**config.mk**
```make
export PLATFORM = sky130hd
export DESIGN_NAME = pll_coast_clamp_control
export DESIGN_NICKNAME = d
export VERILOG_FILES = /design/src/core/pll_coast_clamp_control.v
export VERILOG_INCLUDE_DIRS = /design/src /design/src/core
export SDC_FILE = /design/constraint.sdc
export NUM_CORES = 1
export LEC_CHECK = 0
export BUFFER_PORTS_ARGS = -buffer_cell sky130_fd_sc_hd__clkbuf_2
export CAP_MARGIN = 40
export CORE_MARGIN = 5
export CORE_UTILIZATION = 30
export DETAILED_ROUTE_END_ITERATION = 8
export GPL_TIMING_DRIVEN = 1
export HOLD_SLACK_MARGIN = 0.08
export SYNTH_ARGS = -nofsm -noshare
export SYNTH_HDL_FRONTEND = slang
export SYNTH_SLANG_ARGS = --single-unit
```
**constraint.sdc**
```tcl
create_clock -name aclk -period 5.3 [get_ports aclk]
set_input_delay 1.06 -clock aclk [delete_from_list [all_inputs] [get_ports aclk]]
set_output_delay 1.06 -clock aclk [all_outputs]
set_load 0.01 [all_outputs]
```
**src/core/pll_coast_clamp_regs.vh**
```
// register map, field positions and reset values for the pll coast clamp control
`ifndef PLL_COAST_CLAMP_REGS_VH
`define PLL_COAST_CLAMP_REGS_VH
// printed offsets are not all multiples of four: these are indexes, byte address = 4*index
`define IDX_RED_OFFSET_LOW     8'h19
`define IDX_GREEN_OFFSET_HIGH  8'h1A
`define IDX_GREEN_OFFSET_LOW   8'h1B
`define IDX_BLUE_OFFSET_HIGH   8'h1C
`define IDX_BLUE_OFFSET_LOW    8'h1D
`define IDX_LINE_LENGTH_HIGH   8'h1E
`define IDX_LINE_LENGTH_LOW    8'h1F
`define IDX_SAMPLE_PHASE       8'h20
`define IDX_COAST_BEFORE_VSYNC 8'h21
`define IDX_COAST_AFTER_VSYNC  8'h22
`define IDX_PLL_OPTIONS        8'h23
`define IDX_CLAMP_START_HIGH   8'h24
`define IDX_CLAMP_START_LOW    8'h25
`define IDX_CLAMP_WIDTH        8'h26
`define IDX_FRONT_END_CONFIG   8'h27
`define IDX_LOOP_STATUS        8'h28
// reset values
`define RST_OFFSET_HIGH        8'h80
`define RST_OFFSET_LOW         8'h00
`define RST_LINE_LENGTH_HIGH   8'h06
`define RST_LINE_LENGTH_LOW    8'h98
`define RST_SAMPLE_PHASE       8'h00
`define RST_COAST_LINES        8'h04
`define RST_PLL_OPTIONS        8'h00
`define RST_CLAMP_START_HIGH   8'h00
`define RST_CLAMP_START_LOW    8'h02
`define RST_CLAMP_WIDTH        8'h10
`define RST_FRONT_END_CONFIG   8'h00
// pll_options bits
`define OPT_LOCK_LEADING       0
`define OPT_CLOCK_INVERT_PIN_ENABLE      1
`define OPT_COAST_EXTERNAL     2
`define OPT_COAST_ACTIVE_LOW   3
`define OPT_EXT_PIXEL_CLOCK    4
// front_end_config bits
`define CFG_LOOP_ENABLE        0
`define CFG_DC_COUPLED         1
`define CFG_OVERSAMPLE_LSB     2
`define CFG_OVERSAMPLE_MSB     3
// axi responses
`define RESP_OKAY              2'h0
`define RESP_SLVERR            2'h2
`endif

```
**src/core/pll_coast_clamp_control.v**
```verilog
// pll line length, coast window, clamp timing and offset control behind an axi4-lite slave
//
// Contract
// RULE1: offset low registers carry offset bits 1:0 in bits 7:6; bits 5:0 unused.
// RULE2: loop off, offset high byte drives DAC upper bits; loop on, digital offset.
// RULE3: line length is 14 bits: high register bits 5:0, low register bits 7:0.
// RULE4: new line length applied only on low byte write; write high byte first.
// RULE5: 6-bit sampling phase, 5.625 degrees per step within the pixel.
// RULE6: pre-coast count sets lines of coasting before vertical sync starts.
// RULE7: post-coast count sets lines of coasting after vertical sync ends.
// RULE8: option bit 0 picks lock edge: 0 trailing, 1 leading horizontal sync edge.
// RULE9: option bit 1 gates the clock invert pin: 0 ignored, 1 effective.
// RULE10: option bit 2 picks coast source: 0 internal window, 1 external input.
// RULE11: option bit 3 sets external coast polarity: 0 active high, 1 active low.
// RULE12: option bit 4 selects pixel clock: 0 internal pll, 1 external pin.
// RULE13: 14-bit clamp start pixel counted from raw horizontal sync trailing edge.
// RULE14: clamp width only drives the AC-coupled restore clamp; no effect DC-coupled.
// RULE15: clamp width zero keeps the clamp DAC disconnected on every line.
// RULE16: loop on, offset word is signed: mid code zero, min most negative.
// RULE17: oversampling multiplies line length, clamp start and width by its ratio.
// RULE18: during the coast window the pll holds and ignores horizontal sync edges.
// RULE19: clamp stays on for width pixel clocks from the start pixel each line.
`include "pll_coast_clamp_regs.vh"
`timescale 1ns/1ns
`default_nettype none

module pll_coast_clamp_control #(
  parameter LINE_W = 17
) (
  input  wire        aclk,
  input  wire        aresetn,
  input  wire [31:0] s_axi_awaddr,
  input  wire        s_axi_awvalid,
  output reg         s_axi_awready,
  input  wire [31:0] s_axi_wdata,
  input  wire [3:0]  s_axi_wstrb,
  input  wire        s_axi_wvalid,
  output reg         s_axi_wready,
  output reg  [1:0]  s_axi_bresp,
  output reg         s_axi_bvalid,
  input  wire        s_axi_bready,
  input  wire [31:0] s_axi_araddr,
  input  wire        s_axi_arvalid,
  output reg         s_axi_arready,
  output reg  [31:0] s_axi_rdata,
  output reg  [1:0]  s_axi_rresp,
  output reg         s_axi_rvalid,
  input  wire        s_axi_rready,
  input  wire        hsync_in,
  input  wire        vsync_in,
  input  wire        coast_in,
  input  wire        clock_invert_pin,
  output reg  [9:0]  green_offset_dac,
  output reg  [9:0]  blue_offset_dac,
  output reg  [9:0]  green_digital_offset,
  output reg  [9:0]  blue_digital_offset,
  output reg  [LINE_W-1:0] pll_line_length,
  output reg         pll_line_load,
  output reg  [5:0]  pll_phase_step,
  output reg         pll_coast,
  output reg         pll_lock_pulse,
  output reg         pll_clock_invert,
  output reg         use_external_pixel_clock_pin,
  output reg         clamp_active
);

  // register storage
  reg [7:0] red_offset_low_q, green_offset_high_q, green_offset_low_q;
  reg [7:0] blue_offset_high_q, blue_offset_low_q;
  reg [7:0] line_length_high_q, line_length_low_q, sample_phase_q;
  reg [7:0] coast_before_vsync_q, coast_after_vsync_q, pll_options_q;
  reg [7:0] clamp_start_high_q, clamp_start_low_q, clamp_width_q;
  reg [7:0] front_end_config_q;
  reg       aw_hold_q, w_hold_q;
  reg [31:0] awaddr_q, wdata_q;
  reg [3:0]  wstrb_q;

  wire        do_write = aw_hold_q && w_hold_q && !s_axi_bvalid;
  wire [29:0] wr_idx   = awaddr_q[31:2];
  wire [7:0]  wbyte    = wdata_q[7:0];
  wire        wr_hit   = (wr_idx >= {22'h0, `IDX_RED_OFFSET_LOW}) &&
                         (wr_idx <= {22'h0, `IDX_FRONT_END_CONFIG});
  wire        wr_low   = wstrb_q[0] && wr_hit; // refused writes store nothing

  // write channels captured independently, either order
  always @(posedge aclk)
  begin
    if (!aresetn)
    begin
      aw_hold_q     <= 1'b0;
      w_hold_q      <= 1'b0;
      s_axi_awready <= 1'b0;
      s_axi_wready  <= 1'b0;
      s_axi_bvalid  <= 1'b0;
      s_axi_bresp   <= `RESP_OKAY;
      awaddr_q      <= 32'h0;
      wdata_q       <= 32'h0;
      wstrb_q       <= 4'h0;
    end
    else
    begin
      s_axi_awready <= !aw_hold_q && !s_axi_awready && s_axi_awvalid;
      s_axi_wready  <= !w_hold_q && !s_axi_wready && s_axi_wvalid;
      if (s_axi_awvalid && s_axi_awready)
      begin
        aw_hold_q <= 1'b1;
        awaddr_q  <= s_axi_awaddr;
      end
      if (s_axi_wvalid && s_axi_wready)
      begin
        w_hold_q <= 1'b1;
        wdata_q  <= s_axi_wdata;
        wstrb_q  <= s_axi_wstrb;
      end
      if (do_write)
      begin
        s_axi_bvalid <= 1'b1;
        s_axi_bresp  <= wr_hit ? `RESP_OKAY : `RESP_SLVERR;
      end
      else if (s_axi_bvalid && s_axi_bready)
      begin
        s_axi_bvalid <= 1'b0;
        aw_hold_q    <= 1'b0;
        w_hold_q     <= 1'b0;
      end
    end
  end

  // register writes; only byte lane 0 carries data, other lanes ignored
  always @(posedge aclk)
  begin
    if (!aresetn)
    begin
      red_offset_low_q     <= `RST_OFFSET_LOW;
      green_offset_high_q  <= `RST_OFFSET_HIGH;
      green_offset_low_q   <= `RST_OFFSET_LOW;
      blue_offset_high_q   <= `RST_OFFSET_HIGH;
      blue_offset_low_q    <= `RST_OFFSET_LOW;
      line_length_high_q   <= `RST_LINE_LENGTH_HIGH;
      line_length_low_q    <= `RST_LINE_LENGTH_LOW;
      sample_phase_q       <= `RST_SAMPLE_PHASE;
      coast_before_vsync_q <= `RST_COAST_LINES;
      coast_after_vsync_q  <= `RST_COAST_LINES;
      pll_options_q        <= `RST_PLL_OPTIONS;
      clamp_start_high_q   <= `RST_CLAMP_START_HIGH;
      clamp_start_low_q    <= `RST_CLAMP_START_LOW;
      clamp_width_q        <= `RST_CLAMP_WIDTH;
      front_end_config_q   <= `RST_FRONT_END_CONFIG;
    end
    else if (do_write && wr_low)
    begin
      case (wr_idx[7:0])
        `IDX_RED_OFFSET_LOW:     red_offset_low_q     <= {wbyte[7:6], 6'h00}; // [RULE1]
        `IDX_GREEN_OFFSET_HIGH:  green_offset_high_q  <= wbyte;
        `IDX_GREEN_OFFSET_LOW:   green_offset_low_q   <= {wbyte[7:6], 6'h00}; // [RULE1]
        `IDX_BLUE_OFFSET_HIGH:   blue_offset_high_q   <= wbyte;
        `IDX_BLUE_OFFSET_LOW:    blue_offset_low_q    <= {wbyte[7:6], 6'h00}; // [RULE1]
        `IDX_LINE_LENGTH_HIGH:   line_length_high_q   <= {2'h0, wbyte[5:0]}; // [RULE3]
        `IDX_LINE_LENGTH_LOW:    line_length_low_q    <= wbyte;
        `IDX_SAMPLE_PHASE:       sample_phase_q       <= {2'h0, wbyte[5:0]}; // [RULE5]
        `IDX_COAST_BEFORE_VSYNC: coast_before_vsync_q <= wbyte;
        `IDX_COAST_AFTER_VSYNC:  coast_after_vsync_q  <= wbyte;
        `IDX_PLL_OPTIONS:        pll_options_q        <= {3'h0, wbyte[4:0]};
        `IDX_CLAMP_START_HIGH:   clamp_start_high_q   <= {2'h0, wbyte[5:0]}; // [RULE13]
        `IDX_CLAMP_START_LOW:    clamp_start_low_q    <= wbyte;
        `IDX_CLAMP_WIDTH:        clamp_width_q        <= wbyte;
        `IDX_FRONT_END_CONFIG:   front_end_config_q   <= {4'h0, wbyte[3:0]};
        default:                 pll_options_q        <= pll_options_q;
      endcase
    end
  end

  // a single outstanding read, answered two cycles after arvalid
  reg [7:0] rd_byte;
  reg       rd_hit;
  reg       coast_q;
  always @*
  begin
    rd_hit  = 1'b1;
    case (s_axi_araddr[9:2])
      `IDX_RED_OFFSET_LOW:     rd_byte = red_offset_low_q;
      `IDX_GREEN_OFFSET_HIGH:  rd_byte = green_offset_high_q;
      `IDX_GREEN_OFFSET_LOW:   rd_byte = green_offset_low_q;
      `IDX_BLUE_OFFSET_HIGH:   rd_byte = blue_offset_high_q;
      `IDX_BLUE_OFFSET_LOW:    rd_byte = blue_offset_low_q;
      `IDX_LINE_LENGTH_HIGH:   rd_byte = line_length_high_q;
      `IDX_LINE_LENGTH_LOW:    rd_byte = line_length_low_q;
      `IDX_SAMPLE_PHASE:       rd_byte = sample_phase_q;
      `IDX_COAST_BEFORE_VSYNC: rd_byte = coast_before_vsync_q;
      `IDX_COAST_AFTER_VSYNC:  rd_byte = coast_after_vsync_q;
      `IDX_PLL_OPTIONS:        rd_byte = pll_options_q;
      `IDX_CLAMP_START_HIGH:   rd_byte = clamp_start_high_q;
      `IDX_CLAMP_START_LOW:    rd_byte = clamp_start_low_q;
      `IDX_CLAMP_WIDTH:        rd_byte = clamp_width_q;
      `IDX_FRONT_END_CONFIG:   rd_byte = front_end_config_q;
      `IDX_LOOP_STATUS:        rd_byte = {5'h00, clamp_active, pll_coast, coast_q};
      default:
      begin
        rd_byte = 8'h00;
        rd_hit  = 1'b0;
      end
    endcase
    if (s_axi_araddr[31:10] != 22'h0)
    begin
      rd_byte = 8'h00;
      rd_hit  = 1'b0;
    end
  end

  always @(posedge aclk)
  begin
    if (!aresetn)
    begin
      s_axi_arready <= 1'b0;
      s_axi_rvalid  <= 1'b0;
      s_axi_rdata   <= 32'h0;
      s_axi_rresp   <= `RESP_OKAY;
    end
    else
    begin
      s_axi_arready <= s_axi_arvalid && !s_axi_arready && !s_axi_rvalid;
      if (s_axi_arvalid && s_axi_arready)
      begin
        s_axi_rvalid <= 1'b1;
        s_axi_rdata  <= {24'h0, rd_byte};
        s_axi_rresp  <= rd_hit ? `RESP_OKAY : `RESP_SLVERR;
      end
      else if (s_axi_rvalid && s_axi_rready)
        s_axi_rvalid <= 1'b0;
    end
  end

  // oversampling ratio 1,2,4,8 as a left shift
  wire [1:0]  os_shift = front_end_config_q[`CFG_OVERSAMPLE_MSB:`CFG_OVERSAMPLE_LSB];
  wire        loop_on  = front_end_config_q[`CFG_LOOP_ENABLE];
  wire [13:0] len_raw  = {line_length_high_q[5:0], wbyte};
  wire [LINE_W-1:0] start_scaled = {{(LINE_W-14){1'b0}},
    clamp_start_high_q[5:0], clamp_start_low_q} << os_shift; // [RULE17]
  wire [LINE_W-1:0] width_scaled = {{(LINE_W-8){1'b0}}, clamp_width_q} << os_shift; // [RULE17]

  // sync edge detect; inputs are synchronous
  reg        hsync_q, vsync_q;
  wire       hs_lead  = hsync_in && !hsync_q;
  wire       hs_trail = !hsync_in && hsync_q;
  wire       vs_start = vsync_in && !vsync_q;
  wire       vs_end   = !vsync_in && vsync_q;
  reg [7:0]  line_cnt_q, post_cnt_q;
  reg [7:0]  lines_per_frame_q;
  reg        post_q;

  // internal coast: count lines per frame, open pre lines ahead of vsync
  // the frame length is learned from the previous frame, so the first frame has no pre-coast
  always @(posedge aclk)
  begin
    if (!aresetn)
    begin
      hsync_q           <= 1'b0;
      vsync_q           <= 1'b0;
      line_cnt_q        <= 8'h00;
      lines_per_frame_q <= 8'h00;
      post_cnt_q        <= 8'h00;
      post_q            <= 1'b0;
      coast_q           <= 1'b0;
    end
    else
    begin
      hsync_q <= hsync_in;
      vsync_q <= vsync_in;
      if (vs_start)
      begin
        lines_per_frame_q <= line_cnt_q;
        line_cnt_q        <= 8'h00;
      end
      else if (hs_lead && line_cnt_q != 8'hFF)
        line_cnt_q <= line_cnt_q + 8'h01;
      if (vs_end)
      begin
        post_q     <= (coast_after_vsync_q != 8'h00); // [RULE7]
        post_cnt_q <= coast_after_vsync_q;
      end
      else if (post_q && hs_lead)
      begin
        post_cnt_q <= post_cnt_q - 8'h01;
        post_q     <= (post_cnt_q != 8'h01); // [RULE7]
      end
      coast_q <= vsync_in || vsync_q || post_q ||
                 (lines_per_frame_q > coast_before_vsync_q &&
                  line_cnt_q > lines_per_frame_q - coast_before_vsync_q); // [RULE6]
    end
  end

  // coast source and external polarity
  wire ext_coast = coast_in ^ pll_options_q[`OPT_COAST_ACTIVE_LOW]; // [RULE11]
  wire coast_now = pll_options_q[`OPT_COAST_EXTERNAL] ? ext_coast : coast_q; // [RULE10]
  wire lock_edge = pll_options_q[`OPT_LOCK_LEADING] ? hs_lead : hs_trail; // [RULE8]

  // clamp pixel counter from raw hsync trailing edge
  reg [LINE_W-1:0] pix_q;
  always @(posedge aclk)
  begin
    if (!aresetn)
      pix_q <= {LINE_W{1'b0}};
    else if (hs_trail)
      pix_q <= {LINE_W{1'b0}};
    else if (pix_q != {LINE_W{1'b1}})
      pix_q <= pix_q + {{(LINE_W-1){1'b0}}, 1'b1};
  end

  // clamp window; dc-coupled or zero width never connects the dac
  wire clamp_d = !front_end_config_q[`CFG_DC_COUPLED] && (clamp_width_q != 8'h00) &&
                 !hs_trail && (pix_q + 1'b1 >= start_scaled) && // [RULE14] [RULE15]
                 (pix_q + 1'b1 < start_scaled + width_scaled); // [RULE13] [RULE19]

  // offsets: dac path when loop off, signed digital word around mid code when on
  wire [9:0] g_word = {green_offset_high_q, green_offset_low_q[7:6]};
  wire [9:0] b_word = {blue_offset_high_q, blue_offset_low_q[7:6]};

  // registered outputs
  always @(posedge aclk)
  begin
    if (!aresetn)
    begin
      green_offset_dac             <= 10'h000;
      blue_offset_dac              <= 10'h000;
      green_digital_offset         <= 10'h000;
      blue_digital_offset          <= 10'h000;
      pll_line_length              <= {{(LINE_W-16){1'b0}},
                                       `RST_LINE_LENGTH_HIGH, `RST_LINE_LENGTH_LOW};
      pll_line_load                <= 1'b0;
      pll_phase_step               <= 6'h00;
      pll_coast                    <= 1'b0;
      pll_lock_pulse               <= 1'b0;
      pll_clock_invert             <= 1'b0;
      use_external_pixel_clock_pin <= 1'b0;
      clamp_active                 <= 1'b0;
    end
    else
    begin
      green_offset_dac     <= loop_on ? 10'h200 : g_word; // [RULE2]
      blue_offset_dac      <= loop_on ? 10'h200 : b_word; // [RULE2]
      green_digital_offset <= loop_on ? (g_word ^ 10'h200) : 10'h000; // [RULE16]
      blue_digital_offset  <= loop_on ? (b_word ^ 10'h200) : 10'h000; // [RULE16]
      pll_line_load        <= 1'b0;
      if (do_write && wr_low && wr_idx[7:0] == `IDX_LINE_LENGTH_LOW)
      begin
        pll_line_length <= {{(LINE_W-14){1'b0}}, len_raw} << os_shift; // [RULE4] [RULE17]
        pll_line_load   <= 1'b1; // [RULE4]
      end
      pll_phase_step               <= sample_phase_q[5:0]; // [RULE5]
      pll_coast                    <= coast_now; // [RULE18]
      pll_lock_pulse               <= lock_edge && !coast_now; // [RULE8] [RULE18]
      pll_clock_invert <= pll_options_q[`OPT_CLOCK_INVERT_PIN_ENABLE] && clock_invert_pin; // [RULE9]
      use_external_pixel_clock_pin <= pll_options_q[`OPT_EXT_PIXEL_CLOCK]; // [RULE12]
      clamp_active                 <= clamp_d;
    end
  end

endmodule // pll_coast_clamp_control

`default_nettype wire

```
=== Word-level counts from Yosys, hierarchy flattened ===
Cells that the tools add are included.

* Register bits after elaboration: 263
* Input port bits: 111
* Output and inout bits: 110
* Logic and storage cells: 200

* $add $sub $neg: 5
* $lt $le $gt $ge: 6
* Equal/unequal tests: 34
* Shift operators: 3
* Muxes and demuxes: 25
* Bitwise operators: 4
* Reductions and logical operators: 73

{| class="wikitable"
|+ Operators with widths
! kind !! number
|-
| $eq 8x6->1 const B || 17
|-
| $pmux 8 s16 || 1
|-
| $eq 8x5->1 const B || 14
|-
| $shl 14x2->17 || 2
|-
| $reduce_and 2->1 || 16
|-
| $ge 30x5->1 const B || 1
|-
| $le 30x6->1 const B || 1
|-
| $logic_and 1x1->1 || 30
|-
| $mux 8 || 3
|-
| $reduce_bool 22->1 || 1
|-
| $mux 10 || 2
|-
| $add 17x1->17 const B || 1
|-
| $add 17x17->17 || 1
|-
| $ge 17x17->1 || 1
|-
| $lt 17x17->1 || 1
|-
| $mux 1 || 17
|-
| $ne 17x17->1 const B || 1
|-
| $shl 8x2->17 || 1
|-
| $gt 8x8->1 || 2
|-
| $reduce_bool 8->1 || 2
|-
| $reduce_or 16->1 || 1
|-
| $logic_not 1->1 || 14
|-
| $add 8x1->8 const B || 1
|-
| $ne 8x1->1 const B || 1
|-
| 9 further kinds || 18
|}

=== Longest topological paths before layout ===
Gate-level depths: netlist of the first run.

* Word-level depth: 6
* Gate-level depth with buffers: 21
* Mapped depth without buffers: 18

=== Worst setup path before layout of the first run ===
Ideal clock, no wire load.

* Kind: flip-flop to flip-flop
* Start: register front_end_config_q[2]
* End: register clamp_active
* Setup time: 0.078 ns
* Arrival time: 4.208 ns
* Data required time: 5.222 ns
* Setup slack: 1.014 ns
* Cell stages (with the launch flop): 19
* Path buffers: 3
* Period minus slack after synthesis: 4.286 ns
* Path through: dfxtp_1 clkbuf_1 buf_1 buf_2 mux2i_1 nand2_1 o21ai_0 inv_1 ha_1 o211ai_1 o21ai_0 o2111ai_1 a311oi_1 nand3b_1 xnor2_1 ha_1 a2111oi_0 o211ai_1 nor3_1

* Word-level cells in the longest chain between the ends: 4
* Elaborated cells between the ends (all ways): 7
* Classes of those cells: add/sub (1); order compare (2); shift (2); reduce/logical (2)

{| class="wikitable"
|+ Ends and longest elaborated chain
! item !! RTL line !! text
|-
| from (decl) || pll_coast_clamp_control.v:73 || <nowiki>reg [7:0] front_end_config_q;</nowiki>
|-
| from (signal assigned) || pll_coast_clamp_control.v:148 || <nowiki>front_end_config_q <= `RST_FRONT_END_CONFIG;</nowiki>
|-
| from (signal assigned) || pll_coast_clamp_control.v:167 || <nowiki>`IDX_FRONT_END_CONFIG: front_end_config_q <= {4'h0, wbyte[3:0]};</nowiki>
|-
| $shl 14x2->17 / $shl 8x2->17 (equally long branches) || pll_coast_clamp_control.v:237, pll_coast_clamp_control.v:239 ||
|-
| $add 17x17->17 / $ge 17x17->1 (equally long branches) || pll_coast_clamp_control.v:312, pll_coast_clamp_control.v:311 ||
|-
| $lt 17x17->1 / $logic_and 1x1->1 (equally long branches) || pll_coast_clamp_control.v:312, pll_coast_clamp_control.v:310 ||
|-
| $logic_and 1x1->1 (*) || pll_coast_clamp_control.v:310 || <nowiki>wire clamp_d = !front_end_config_q[`CFG_DC_COUPLED] && (clamp_width_q != 8'h00) &&</nowiki>
|-
| to (signal assigned) || pll_coast_clamp_control.v:354 || <nowiki>clamp_active <= clamp_d;</nowiki>
|-
| to (decl) || pll_coast_clamp_control.v:64 || <nowiki>output reg clamp_active</nowiki>
|}

Mark *: on every way between the ends. The rest lies on a longest branch, timed or not.
A chain may end at the register's enable or synchronous reset.

=== Final worst setup path of the first run ===
Same ends and word-level chain as after synthesis.

==> impl_metrics.env, run 1 <==
export IMPL_clk_latency_ns=0.60
export IMPL_nets=1887
export IMPL_vias=11700
export IMPL_slowest_delay_ns=0.46
export IMPL_swShare_pct=23.9
export IMPL_post_cts_buffers=0
export IMPL_pwr_share_clk_pct=48.9
export IMPL_synth_edf_count=0
export IMPL_yosysTopAreaCellShare_pct=39.3
export IMPL_antenna_found_initial=0
export IMPL_dr_pass1_iters=6
export IMPL_min_period_over_period_pct=78.1
export IMPL_cp_cell_sequence="buf_4 -> mux2i_1 -> nand2_1 -> o21ai_0 -> inv_1 -> ha_1 -> o211ai_1 -> o21ai_0 -> o2111ai_1 -> a311oi_1 -> nand3b_1 -> xnor2_1 -> ha_1 -> a2111oi_0 -> o211ai_1 -> nor3_1"
export IMPL_yosysSeqAreaShare_pct=39.3
export IMPL_max_slew_worst_pin_slew_ns=0.886
export IMPL_fin_tns_setup_ns=0
export IMPL_grt_setup_unrepaired="no"
export IMPL_clk_pin_slew_ns=0.06
export IMPL_htreeDepth=1
export IMPL_cts_root_buf="clkbuf_16"
export IMPL_leakage_nw=6.25
export IMPL_setup_viol_count_final=0
export IMPL_comb_power_share_pct=5.3
export IMPL_clock_sinks=259
export IMPL_synthArstFlopShare_pct=0
export IMPL_min_period_ns=4.14
export IMPL_n_antenna_cell=0
export IMPL_numCtsBuffers=30
export IMPL_grt_usage_pct=15.8
export IMPL_wirelength_mm=39.5
export IMPL_internal_power_w=0.00332
export IMPL_grt_first_pass_wirelength_mm=61.5
export IMPL_row_count=76
export IMPL_critical_path_class="reg -> reg"
export IMPL_dieArea_um2=48300
export IMPL_finClkSkew_ns=0.0482
export IMPL_synth_warnings=0
export IMPL_cts_resized=0
export IMPL_ys_top_cells_by_area="dfxtp_1 (39%), nand2_1 (7.1%), ha_1 (6.2%), mux2i_1 (4.7%), a21oi_1 (4.6%)"
export IMPL_crit_fanout=23
export IMPL_crit_start="front_end_config_q[2]"
export IMPL_die_h_um=220
export IMPL_io_pins=221
export IMPL_viasPerCell=5.03
export IMPL_fmax_ghz=0.242
export IMPL_avgSynthCellArea_um2=8.28
export IMPL_synth_top_area_cell="dfxtp_1"
export IMPL_overflow=0
export IMPL_finalMaxSlewViolations=0
export IMPL_cts_max_path_buffers=3
export IMPL_peakVddDrop_mv=0.298
export IMPL_grt_start_max_net_pins=65
export IMPL_grt_pass1_vias=11200
export IMPL_status="complete, no violations"
export IMPL_fp_dieW_um=220
export IMPL_synth_flop_cell="dfxtp_1"
export IMPL_post_drt_wl_per_cell_um=17.0
export IMPL_cp_buffers_inverters=2
export IMPL_cap_viol_max_count=0
export IMPL_r2r_start="front_end_config_q[2]"
export IMPL_hold_path_class="reg -> reg"
export IMPL_dp_hpwl_mm=29.5
export IMPL_syn_to_final_growth_pct=17.3
export IMPL_start_kind="flip-flop"
export IMPL_cts_tree="done"
export IMPL_initialDrtViolationCount=955
export IMPL_slew_headroom_pct=40.8
export IMPL_arrival_ns=4.65
export IMPL_end_kind="flip-flop"
export IMPL_portBuffers=163
export IMPL_powerDensity_nw_per_um2=282
export IMPL_ant_nets=0
export IMPL_holdWs_ns=0.448
export IMPL_hold_start="w_hold_q"
export IMPL_synthCells=1594
export IMPL_synth_area_um2=13200
export IMPL_drcViolationCount=0
export IMPL_required_ns=5.81
export IMPL_p_seq_share_pct=45.8
export IMPL_cp_slowest_cell="a311oi_1"
export IMPL_ys_ff_latch=259
export IMPL_drive_gt1_share_pct=15.5
export IMPL_final_hold_violation_count=0
export IMPL_ys_types=70
export IMPL_initial_core_util_pct=30.5
export IMPL_cts_hold_buf=0
export IMPL_critical_path_top_delay_family="compound AO/OA/AOI/OAI gates"
export IMPL_gp_congestion=0.903
export IMPL_p_switching_w=0.00104
export IMPL_core_um2=43300
==> cell type report <==
| type | count | area (µm²) |
|---|---|---|
| Fill cell | 4439 | 27800 |
| Multi-Input combinational cell | 1193 | 7370 |
| Sequential cell | 259 | 5190 |
| Timing Repair Buffer | 179 | 963 |
| Clock buffer | 38 | 831 |
| Tap cell | 585 | 732 |
| Clock inverter | 18 | 219 |
| Inverter | 46 | 174 |
==> cell usage in the layout (no fill, tap or decap), types with 37 or more instances in the layout <==
cell type / n
dfxtp_1: 258
nand2_1: 249
clkbuf_2: 162
a21oi_1: 122
nor2_1: 97
o21ai_0: 94
nand3_1: 69
ha_1: 65
mux2i_1: 62
inv_1: 45
nor3_1: 37
==> registers in the layout (all words and copies together), names as in the netlist, 5 cells and up <==
signal / cells
awaddr_q: 30
blue_digital_offset: 10
blue_offset_dac: 10
blue_offset_high_q: 8
clamp_start_high_q: 6
clamp_start_low_q: 8
clamp_width_q: 8
coast_after_vsync_q: 8
coast_before_vsync_q: 8
green_digital_offset: 10
green_offset_dac: 10
green_offset_high_q: 8
line_cnt_q: 8
line_length_high_q: 6
line_length_low_q: 8
lines_per_frame_q: 8
pix_q: 17
pll_line_length: 17
pll_options_q: 5
pll_phase_step: 6
post_cnt_q: 8
s_axi_rdata: 8
sample_phase_q: 6
wdata_q: 8
==> power by group through the flow <==
stage	registers, W	logic (W)	clock network, W
after detailed placement	0.00204	0.000230	0
after global placement	0.00204	0.000224	0
after floorplan	0.00203	0.000162	0
final	0.00200	0.000232	0.00213
after global routing	0.00200	0.000258	0.00228
after CTS	0.00200	0.000231	0.00219
==> through the flow <==
step	std cells	total power [W]	util, %	instance area (µm²)	worst slack (ns)
CTS	2317	0.00442	35.7	15500	1.18
global route	2318	0.00454	35.8	15500	0.819
detailed placement	2261	0.00227	33.3	14400	1.18
global placement	2258	0.00226	33.2	14400	1.25
floorplan	1619	0.00219	-	13300	1.01
finish	2318	0.00436	35.8	15500	1.16
==> logic make-up (layout without fill, tap and decap cells) <==
logic type,count (synthesis),in the layout,share of synthesized area [%]
other,1,26,0.0284
xor gates and xnor gates,55,55,3.65
DFF,259,259,39.3
AOI/OAI and AO/OA,327,327,14.7
muxes,80,80,6.75
and+or+nand+nor,638,638,23.5
buffers and inverters,167,281,5.57
adders and majority gates,67,67,6.47
==> path summary, 6_finish.rpt <==
kind	slack, ns	cells past startpoint	endpoint
worst max-delay path	1.16	16	clamp_active
worst min-delay path	0.45	1	s_axi_wready
worst min register to register	0.45	1	s_axi_wready
worst max register to register	1.16	16	clamp_active
==> cell usage after synthesis, types with 4 or more instances <==
cell type and number:
o21ai_0 94, nand4b_1 4, a211oi_1 14, a21oi_1 122, nor3_1 37, a221oi_1 8, nor2_1 97, xor2_1 19
and4_1 6, o21a_1 8, a21o_1 13, mux2i_1 62, and3_1 32, or2_2 8, mux2_2 12, o211ai_1 12
or3_1 11, mux4_2 6, dfxtp_1 259, and2_1 35, o22ai_1 4, buf_1 12, buf_4 27, nand3_1 69
nand4_1 26, ha_1 65, a311oi_1 4, nand2_1 249, nand2b_1 11, nor2b_1 17, xnor2_1 36, inv_1 45
a31oi_1 15, a221o_1 4, clkbuf_1 77, nor4_1 16, buf_2 5
==> metal layers <==
metal	global-route usage [%]	routed length, µm	vias up
li1	-	-	5793
met1	20.7	17100	5414
met2	25.5	17900	360
met3	3.49	2960	87
met4	6.07	1560	0
met5	0	0	-
==> worst reg2reg max path, stage by stage (launching register included) <==
cell	delay [ns]
dfxtp_2	0.40
buf_4	0.34
mux2i_1	0.26
nand2_1	0.08
o21ai_0	0.17
inv_1	0.08
ha_1	0.36
o211ai_1	0.10
o21ai_0	0.37
o2111ai_1	0.21
a311oi_1	0.46
nand3b_1	0.15
xnor2_1	0.15
ha_1	0.17
a2111oi_0	0.42
o211ai_1	0.15
nor3_1	0.22
(Power assumes the default switching activity.)
==> inputs of run 2 (changes only) <==
==> constraint.sdc (replaced) <==
create_clock -name aclk -period 3.8 [get_ports aclk]
set_input_delay 0.76 -clock aclk [delete_from_list [all_inputs] [get_ports aclk]]
set_output_delay 0.76 -clock aclk [all_outputs]
set_load 0.01 [all_outputs]
==> run 2 against run 1 <==
Final cell count grew 2.2%; clock power grew 45%; combinational power is 44% higher; die area unchanged; register-to-register slack worse by 0.92 ns; worst hold slack worse by 0.052 ns; power is 42% higher; via count is 2.7% higher; global-route usage is 0.19 points higher; clock skew is 0.016 ns lower; critical path depth grew 2; sequential power up 39%; largest cell class unchanged.
==> impl_metrics.env, run 2 (same netlist as run 1, synthesis figures left out) <==
export IMPL_status="complete, no violations"
export IMPL_design_area_um2=16000
export IMPL_initial_core_util_pct=30.5
export IMPL_cts_root_buf="clkbuf_16"
export IMPL_overflow=0
export IMPL_fmax_ghz=0.281
export IMPL_clock_sinks=259
export IMPL_viasPerCell=5.05
export IMPL_r2r_start="front_end_config_q[2]"
export IMPL_end_kind="flip-flop"
export IMPL_largest_reg_flops=30
export IMPL_powerDensity_nw_per_um2=388
export IMPL_finalMaxSlewViolations=0
export IMPL_r2r_end="clamp_active"
export IMPL_reg2reg_depth=18
export IMPL_grt_pass1_vias=11600
export IMPL_drive_gt1_share_pct=18.6
export IMPL_max_slew_worst_pin_slew_ns=0.797
export IMPL_row_count=76
export IMPL_required_ns=4.28
export IMPL_die_h_um=220
export IMPL_critical_path_class="reg -> reg"
export IMPL_numCtsBuffers=31
export IMPL_min_period_over_period_pct=93.8
export IMPL_drcViolationCount=0
export IMPL_place_area_um2=14800
export IMPL_fp_dieW_um=220
export IMPL_gp_congestion=0.919
export IMPL_start_kind="flip-flop"
export IMPL_wirelength_mm=40.3
export IMPL_hold_path_class="in -> reg"
export IMPL_finClkSkew_ns=0.0324
export IMPL_final_common_cell="dfxtp_1"
export IMPL_clk_latency_ns=0.59
export IMPL_min_period_ns=3.56
export IMPL_htreeDepth=1
export IMPL_io_pins=221
export IMPL_cts_tree="done"
export IMPL_post_drt_wl_per_cell_um=17.0
export IMPL_nets=1939
export IMPL_core_um2=43300
export IMPL_setup_viol_count_final=0
export IMPL_grt_start_max_net_pins=114
export IMPL_slew_headroom_pct=46.8
export IMPL_cts_max_path_buffers=3
export IMPL_worstHoldPathCells=2
export IMPL_dp_hpwl_mm=30.4
export IMPL_worst_hold_path_endpoint="hsync_q"
export IMPL_grt_first_pass_wirelength_mm=62.6
export IMPL_arrival_ns=4.04
export IMPL_cap_viol_max_count=0
export IMPL_syn_to_final_growth_pct=21.3
export IMPL_portBuffers=163
export IMPL_hold_start="hsync_in"
export IMPL_reg_top3="awaddr_q x30, pix_q x17, pll_line_length x17"
export IMPL_final_hold_violation_count=0
export IMPL_dieArea_um2=48300
export IMPL_regToRegSetupSlack_ns=0.24
export IMPL_grt_usage_pct=16.0
export IMPL_dr_pass1_iters=7
export IMPL_fin_util_pct=37.0
export IMPL_peakVddDrop_mv=0.334
export IMPL_vias=12000
export IMPL_leakage_nw=6.54
export IMPL_cts_hold_buf=0
export IMPL_ant_nets=0
export IMPL_crit_fanout=12
export IMPL_initialDrtViolationCount=877
export IMPL_final_cell_mix="dfxtp_1 (257), nand2_1 (249), clkbuf_2 (162)"
export IMPL_clk_pin_slew_ns=0.06
export IMPL_top_register="awaddr_q"
export IMPL_antenna_found_initial=0
[run 2: changes by cell type in the layout (fill, tap and decap cells not counted), moves of 3 or more]
cell and change:
ha_1 -3, buf_4 +47, o21ai_0 -3, buf_12 +3
[run 2: area by class of cell]
class	instances	area, µm²
Clock inverter	20	243
Sequential cell	259	5190
Clock buffer	36	825
Antenna cell	1	2.50
Tap cell	585	732
Fill cell	4398	27300
Inverter	46	174
Multi-Input combinational cell	1193	7440
Timing Repair Buffer	230	1400
[run 2: what timing repair did]
action / 4_1_cts / 5_1_grt
setup endpoints to repair: 0 / 1
gates resized for setup: 0 / 19
buffers inserted: 0 / 1
[run 2: where the power goes]
group | internal [W] | leakage (nW) | switching (W) | total (W)
registers | 0.00275 | 2.09 | 0.0000395 | 0.00279
logic | 0.000124 | 3.92 | 0.000210 | 0.000333
clock network | 0.00184 | 0.526 | 0.00124 | 0.00308
total | 0.00471 | 6.54 | 0.00149 | 0.00620
[run 2: metal layers]
metal / vias up / share of wire, % / global-route usage, %
met5: - / 0 / 0
li1: 5901 / - / -
met4: 0 / 3.2 / 5.51
met2: 356 / 45 / 26.1
met1: 5631 / 44 / 20.8
met3: 78 / 7.6 / 3.87
[run 2: worst max-delay path by stage]
stage	start	end	slack, ns	cells after the start
floorplan	front_end_config_q[2]	clamp_active	0.001	18
global placement	front_end_config_q[2]	clamp_active	0.12	17
detailed placement	front_end_config_q[2]	clamp_active	0.04	17
CTS	front_end_config_q[2]	clamp_active	0.03	17
global route	front_end_config_q[2]	clamp_active	-0.02	18
finish	front_end_config_q[2]	clamp_active	0.24	18
[run 2: critical path, stage by stage (launching register included)]
cell,delay (ns)
dfxtp_4,0.36
buf_8,0.15
mux2i_2,0.15
or2_2,0.33
fa_1,0.45
nand2b_1,0.18
a21o_1,0.18
nand2_1,0.09
a21o_1,0.15
a21oi_2,0.06
xor2_1,0.17
ha_1,0.29
and4_1,0.22
buf_4,0.11
o211ai_1,0.07
a21oi_1,0.21
o21ai_2,0.11
a21oi_1,0.14
nor3_1,0.06
[run 2: metrics by stage]
step	setup WS [ns]	TNS [ns]	cells	power, W	hold slack, ns
2_1_floorplan	0.000999	0	1619	0.00306	0.417
3_3_place_gp	0.124	0	2309	0.00316	0.434
3_5_place_dp	0.0369	0	2311	0.00318	0.435
4_1_cts	0.0257	0	2367	0.00627	0.371
5_1_grt	-0.0187	-0.0187	2369	0.00641	0.396
6_report	0.237	0	2370	0.00620	0.396
==> inputs of run 3 (changes only) <==
--- a/config.mk
+++ b/config.mk
@@ -6,13 +6,14 @@
 export SDC_FILE = /design/constraint.sdc
 export NUM_CORES = 1
 export LEC_CHECK = 0
-export BUFFER_PORTS_ARGS = -buffer_cell sky130_fd_sc_hd__clkbuf_2
 export CAP_MARGIN = 40
 export CORE_MARGIN = 5
 export CORE_UTILIZATION = 30
 export DETAILED_ROUTE_END_ITERATION = 8
+export DONT_BUFFER_PORTS = 1
 export GPL_TIMING_DRIVEN = 1
 export HOLD_SLACK_MARGIN = 0.08
+export PLACE_DENSITY = 0.52
 export SYNTH_ARGS = -nofsm -noshare
 export SYNTH_HDL_FRONTEND = slang
 export SYNTH_SLANG_ARGS = --single-unit
==> run 3 against run 2 <==
Critical path depth fell by 1; routed wire length rose by 0.73%; clock skew fell by 0.0049 ns; cell area fell by 4.4%; count of clock-buffer cells in the layout rose by 8; worst setup slack got worse by 0.081 ns; via count fell by 6.4%; first-iteration DRC count fell by 26%; final cell count fell by 7.2%; die area did not move; flip-flop and latch count did not move; fmax fell by 2.2%; critical path type unchanged.
==> impl_metrics.env, run 3 (same netlist as run 1, synthesis figures left out) <==
export IMPL_status="complete, no violations"
export IMPL_cts_hold_buf=0
export IMPL_swShare_pct=22.0
export IMPL_worstHoldPathCells=2
export IMPL_fin_util_pct=35.4
export IMPL_dp_hpwl_mm=29.9
export IMPL_p_seq_share_pct=41.2
export IMPL_required_ns=4.25
export IMPL_final_hold_violation_count=0
export IMPL_dr_pass1_iters=5
export IMPL_crit_start="front_end_config_q[2]"
export IMPL_viasPerCell=5.09
export IMPL_drcViolationCount=0
export IMPL_grt_usage_pct=16.3
export IMPL_crit_fanout=4
export IMPL_cts_root_buf="clkbuf_16"
export IMPL_worst_hold_path_endpoint="s_axi_awready"
export IMPL_clk_pin_slew_ns=0.06
export IMPL_htreeDepth=2
export IMPL_slew_headroom_pct=35.6
export IMPL_nets=1766
export IMPL_final_common_cell="dfxtp_1"
export IMPL_fmax_ghz=0.274
export IMPL_die_h_um=220
export IMPL_cts_tree="done"
export IMPL_overflow=0
export IMPL_numCtsBuffers=34
export IMPL_antenna_found_initial=0
export IMPL_wirelength_mm=40.6
export IMPL_clock_sinks=259
export IMPL_final_cell_mix="dfxtp_1 (258), nand2_1 (249), a21oi_1 (120)"
export IMPL_fp_dieW_um=220
export IMPL_powerDensity_nw_per_um2=443
export IMPL_leakage_nw=5.88
export IMPL_gp_congestion=0.848
export IMPL_grt_start_max_net_pins=112
export IMPL_place_inst=2135
export IMPL_critical_path_top_delay_family="compound AO/OA/AOI/OAI gates"
export IMPL_initialDrtViolationCount=650
export IMPL_grt_pass1_vias=10800
export IMPL_setup_viol_count_final=0
export IMPL_p_switching_w=0.00149
export IMPL_cp_slowest_cell="dfxtp_4"
export IMPL_cap_viol_max_count=0
export IMPL_cts_max_path_buffers=3
export IMPL_post_drt_wl_per_cell_um=18.5
export IMPL_regToRegSetupSlack_ns=0.16
export IMPL_comb_power_share_pct=3.5
export IMPL_top_register="awaddr_q"
export IMPL_max_slew_worst_pin_slew_ns=0.966
export IMPL_n_antenna_cell=0
export IMPL_syn_to_final_growth_pct=16.0
export IMPL_arrival_ns=4.10
export IMPL_core_um2=43300
export IMPL_start_kind="flip-flop"
export IMPL_fill_cells=4534
export IMPL_r2r_start="front_end_config_q[2]"
export IMPL_vias=11200
export IMPL_reg_top3="awaddr_q x30, pix_q x17, pll_line_length x17"
export IMPL_grt_first_pass_wirelength_mm=61.7
export IMPL_r2r_end="clamp_active"
export IMPL_final_cells=2199
export IMPL_pwr_share_clk_pct=55.4
export IMPL_hold_start="s_axi_awvalid"
export IMPL_end_kind="flip-flop"
export IMPL_critical_path_class="reg -> reg"
export IMPL_cp_cell_sequence="mux2_2 -> or2_2 -> nand2_1 -> inv_1 -> ha_1 -> o211ai_1 -> a21o_1 -> nand2_1 -> a21o_1 -> a21oi_1 -> xor2_1 -> ha_1 -> and4_1 -> a221o_1 -> o21ai_2 -> a21oi_1 -> nor3_1"
export IMPL_drive_gt1_share_pct=10.2
export IMPL_reg2reg_depth=17
export IMPL_largest_reg_flops=30
export IMPL_dieArea_um2=48300
export IMPL_cp_buffers_inverters=1
export IMPL_clk_latency_ns=0.55
export IMPL_internal_power_w=0.00529
export IMPL_min_period_over_period_pct=95.9
export IMPL_portBuffers=0
export IMPL_hold_path_class="in -> reg"
export IMPL_min_period_ns=3.64
export IMPL_initial_core_util_pct=30.5
export IMPL_finClkSkew_ns=0.0275
export IMPL_finalMaxSlewViolations=0
export IMPL_peakVddDrop_mv=0.461
export IMPL_ant_nets=0
export IMPL_row_count=76
export IMPL_io_pins=221
export IMPL_slowest_delay_ns=0.38
[run 3: cell types whose count changed in the layout (fill, tap and decap cells not counted), moves of 2 or more]
cell	change
buf_4	-10
clkbuf_2	-162
clkbuf_8	+4
clkinv_2	-3
clkbuf_16	+6
inv_6	-3
mux2i_2	+2
buf_8	-2
buf_12	-2
bufinv_16	+4
mux2i_1	-2
clkbuf_1	-2
[run 3: final cells by class]
type | instances | area [µm²] | area share (%)
Clock buffer | 44 | 1020 | 6.68
Clock inverter | 18 | 313 | 2.04
Inverter | 46 | 174 | 1.14
Multi-Input combinational cell | 1193 | 7430 | 48.6
Sequential cell | 259 | 5190 | 33.9
Tap cell | 585 | 732 | 4.78
Timing Repair Buffer | 54 | 442 | 2.89
[run 3: through the flow]
stage	cell area (µm²)	worst slack, ns	setup TNS (ns)	total power (W)	hold slack, ns
finish	15300	0.156	0	0.00678	0.345
global route	15300	-0.0157	-0.0157	0.00702	0.300
detailed placement	13900	-0.0460	-0.0460	0.00308	0.441
floorplan	13300	0.000999	0	0.00306	0.417
global placement	13900	0.0168	0	0.00308	0.436
CTS	15200	0.0102	0	0.00688	0.283
[run 3: metal layers]
metal  up-vias  global-route usage (%)  wire, µm
met4         0                    6.47      1420
met2       342                    25.6     18000
met1      5221                    21.5     18100
met3        84                    4.14      3060
li1       5556                       -         -
met5         -                       0         0
[run 3: how the worst max path moves through the flow]
stage	slack [ns]	depth (start not counted)	to
after global routing	-0.02	18	clamp_active
after floorplan	0.001	18	clamp_active
after CTS	0.01	18	clamp_active
after global placement	0.02	18	clamp_active
final	0.16	17	clamp_active
after detailed placement	-0.05	18	clamp_active
[run 3: power groups by stage]
stage | clock, W | sequential [W] | combinational, W
global placement | 0 | 0.00285 | 0.000228
global route | 0.00396 | 0.00279 | 0.000262
finish | 0.00375 | 0.00279 | 0.000234
floorplan | 0 | 0.00283 | 0.000226
detailed placement | 0 | 0.00285 | 0.000233
CTS | 0.00385 | 0.00279 | 0.000234
[run 3: repair_timing]
| item | CTS | global route |
|---|---|---|
| setup endpoints to repair | 1 | 1 |
| setup buffers | 0 | 2 |
| resized for setup | 2 | 14 |
| pin swaps | 0 | 4 |
| endpoints found under the hold margin | 0 | 0 |
[run 3: worst reg2reg max path, delay by kind of cell, from the launching register on]
family                   cells  cell delay (ns)
AO/OA/AOI/OAI                7             1.19
buffers and inverters        1             0.04
adder cells (fa/ha/maj)      2             0.60
XOR/XNOR                     1             0.19
flip-flops                   1             0.38
multiplexers                 1             0.35
AND/OR/NAND/NOR              5             0.82
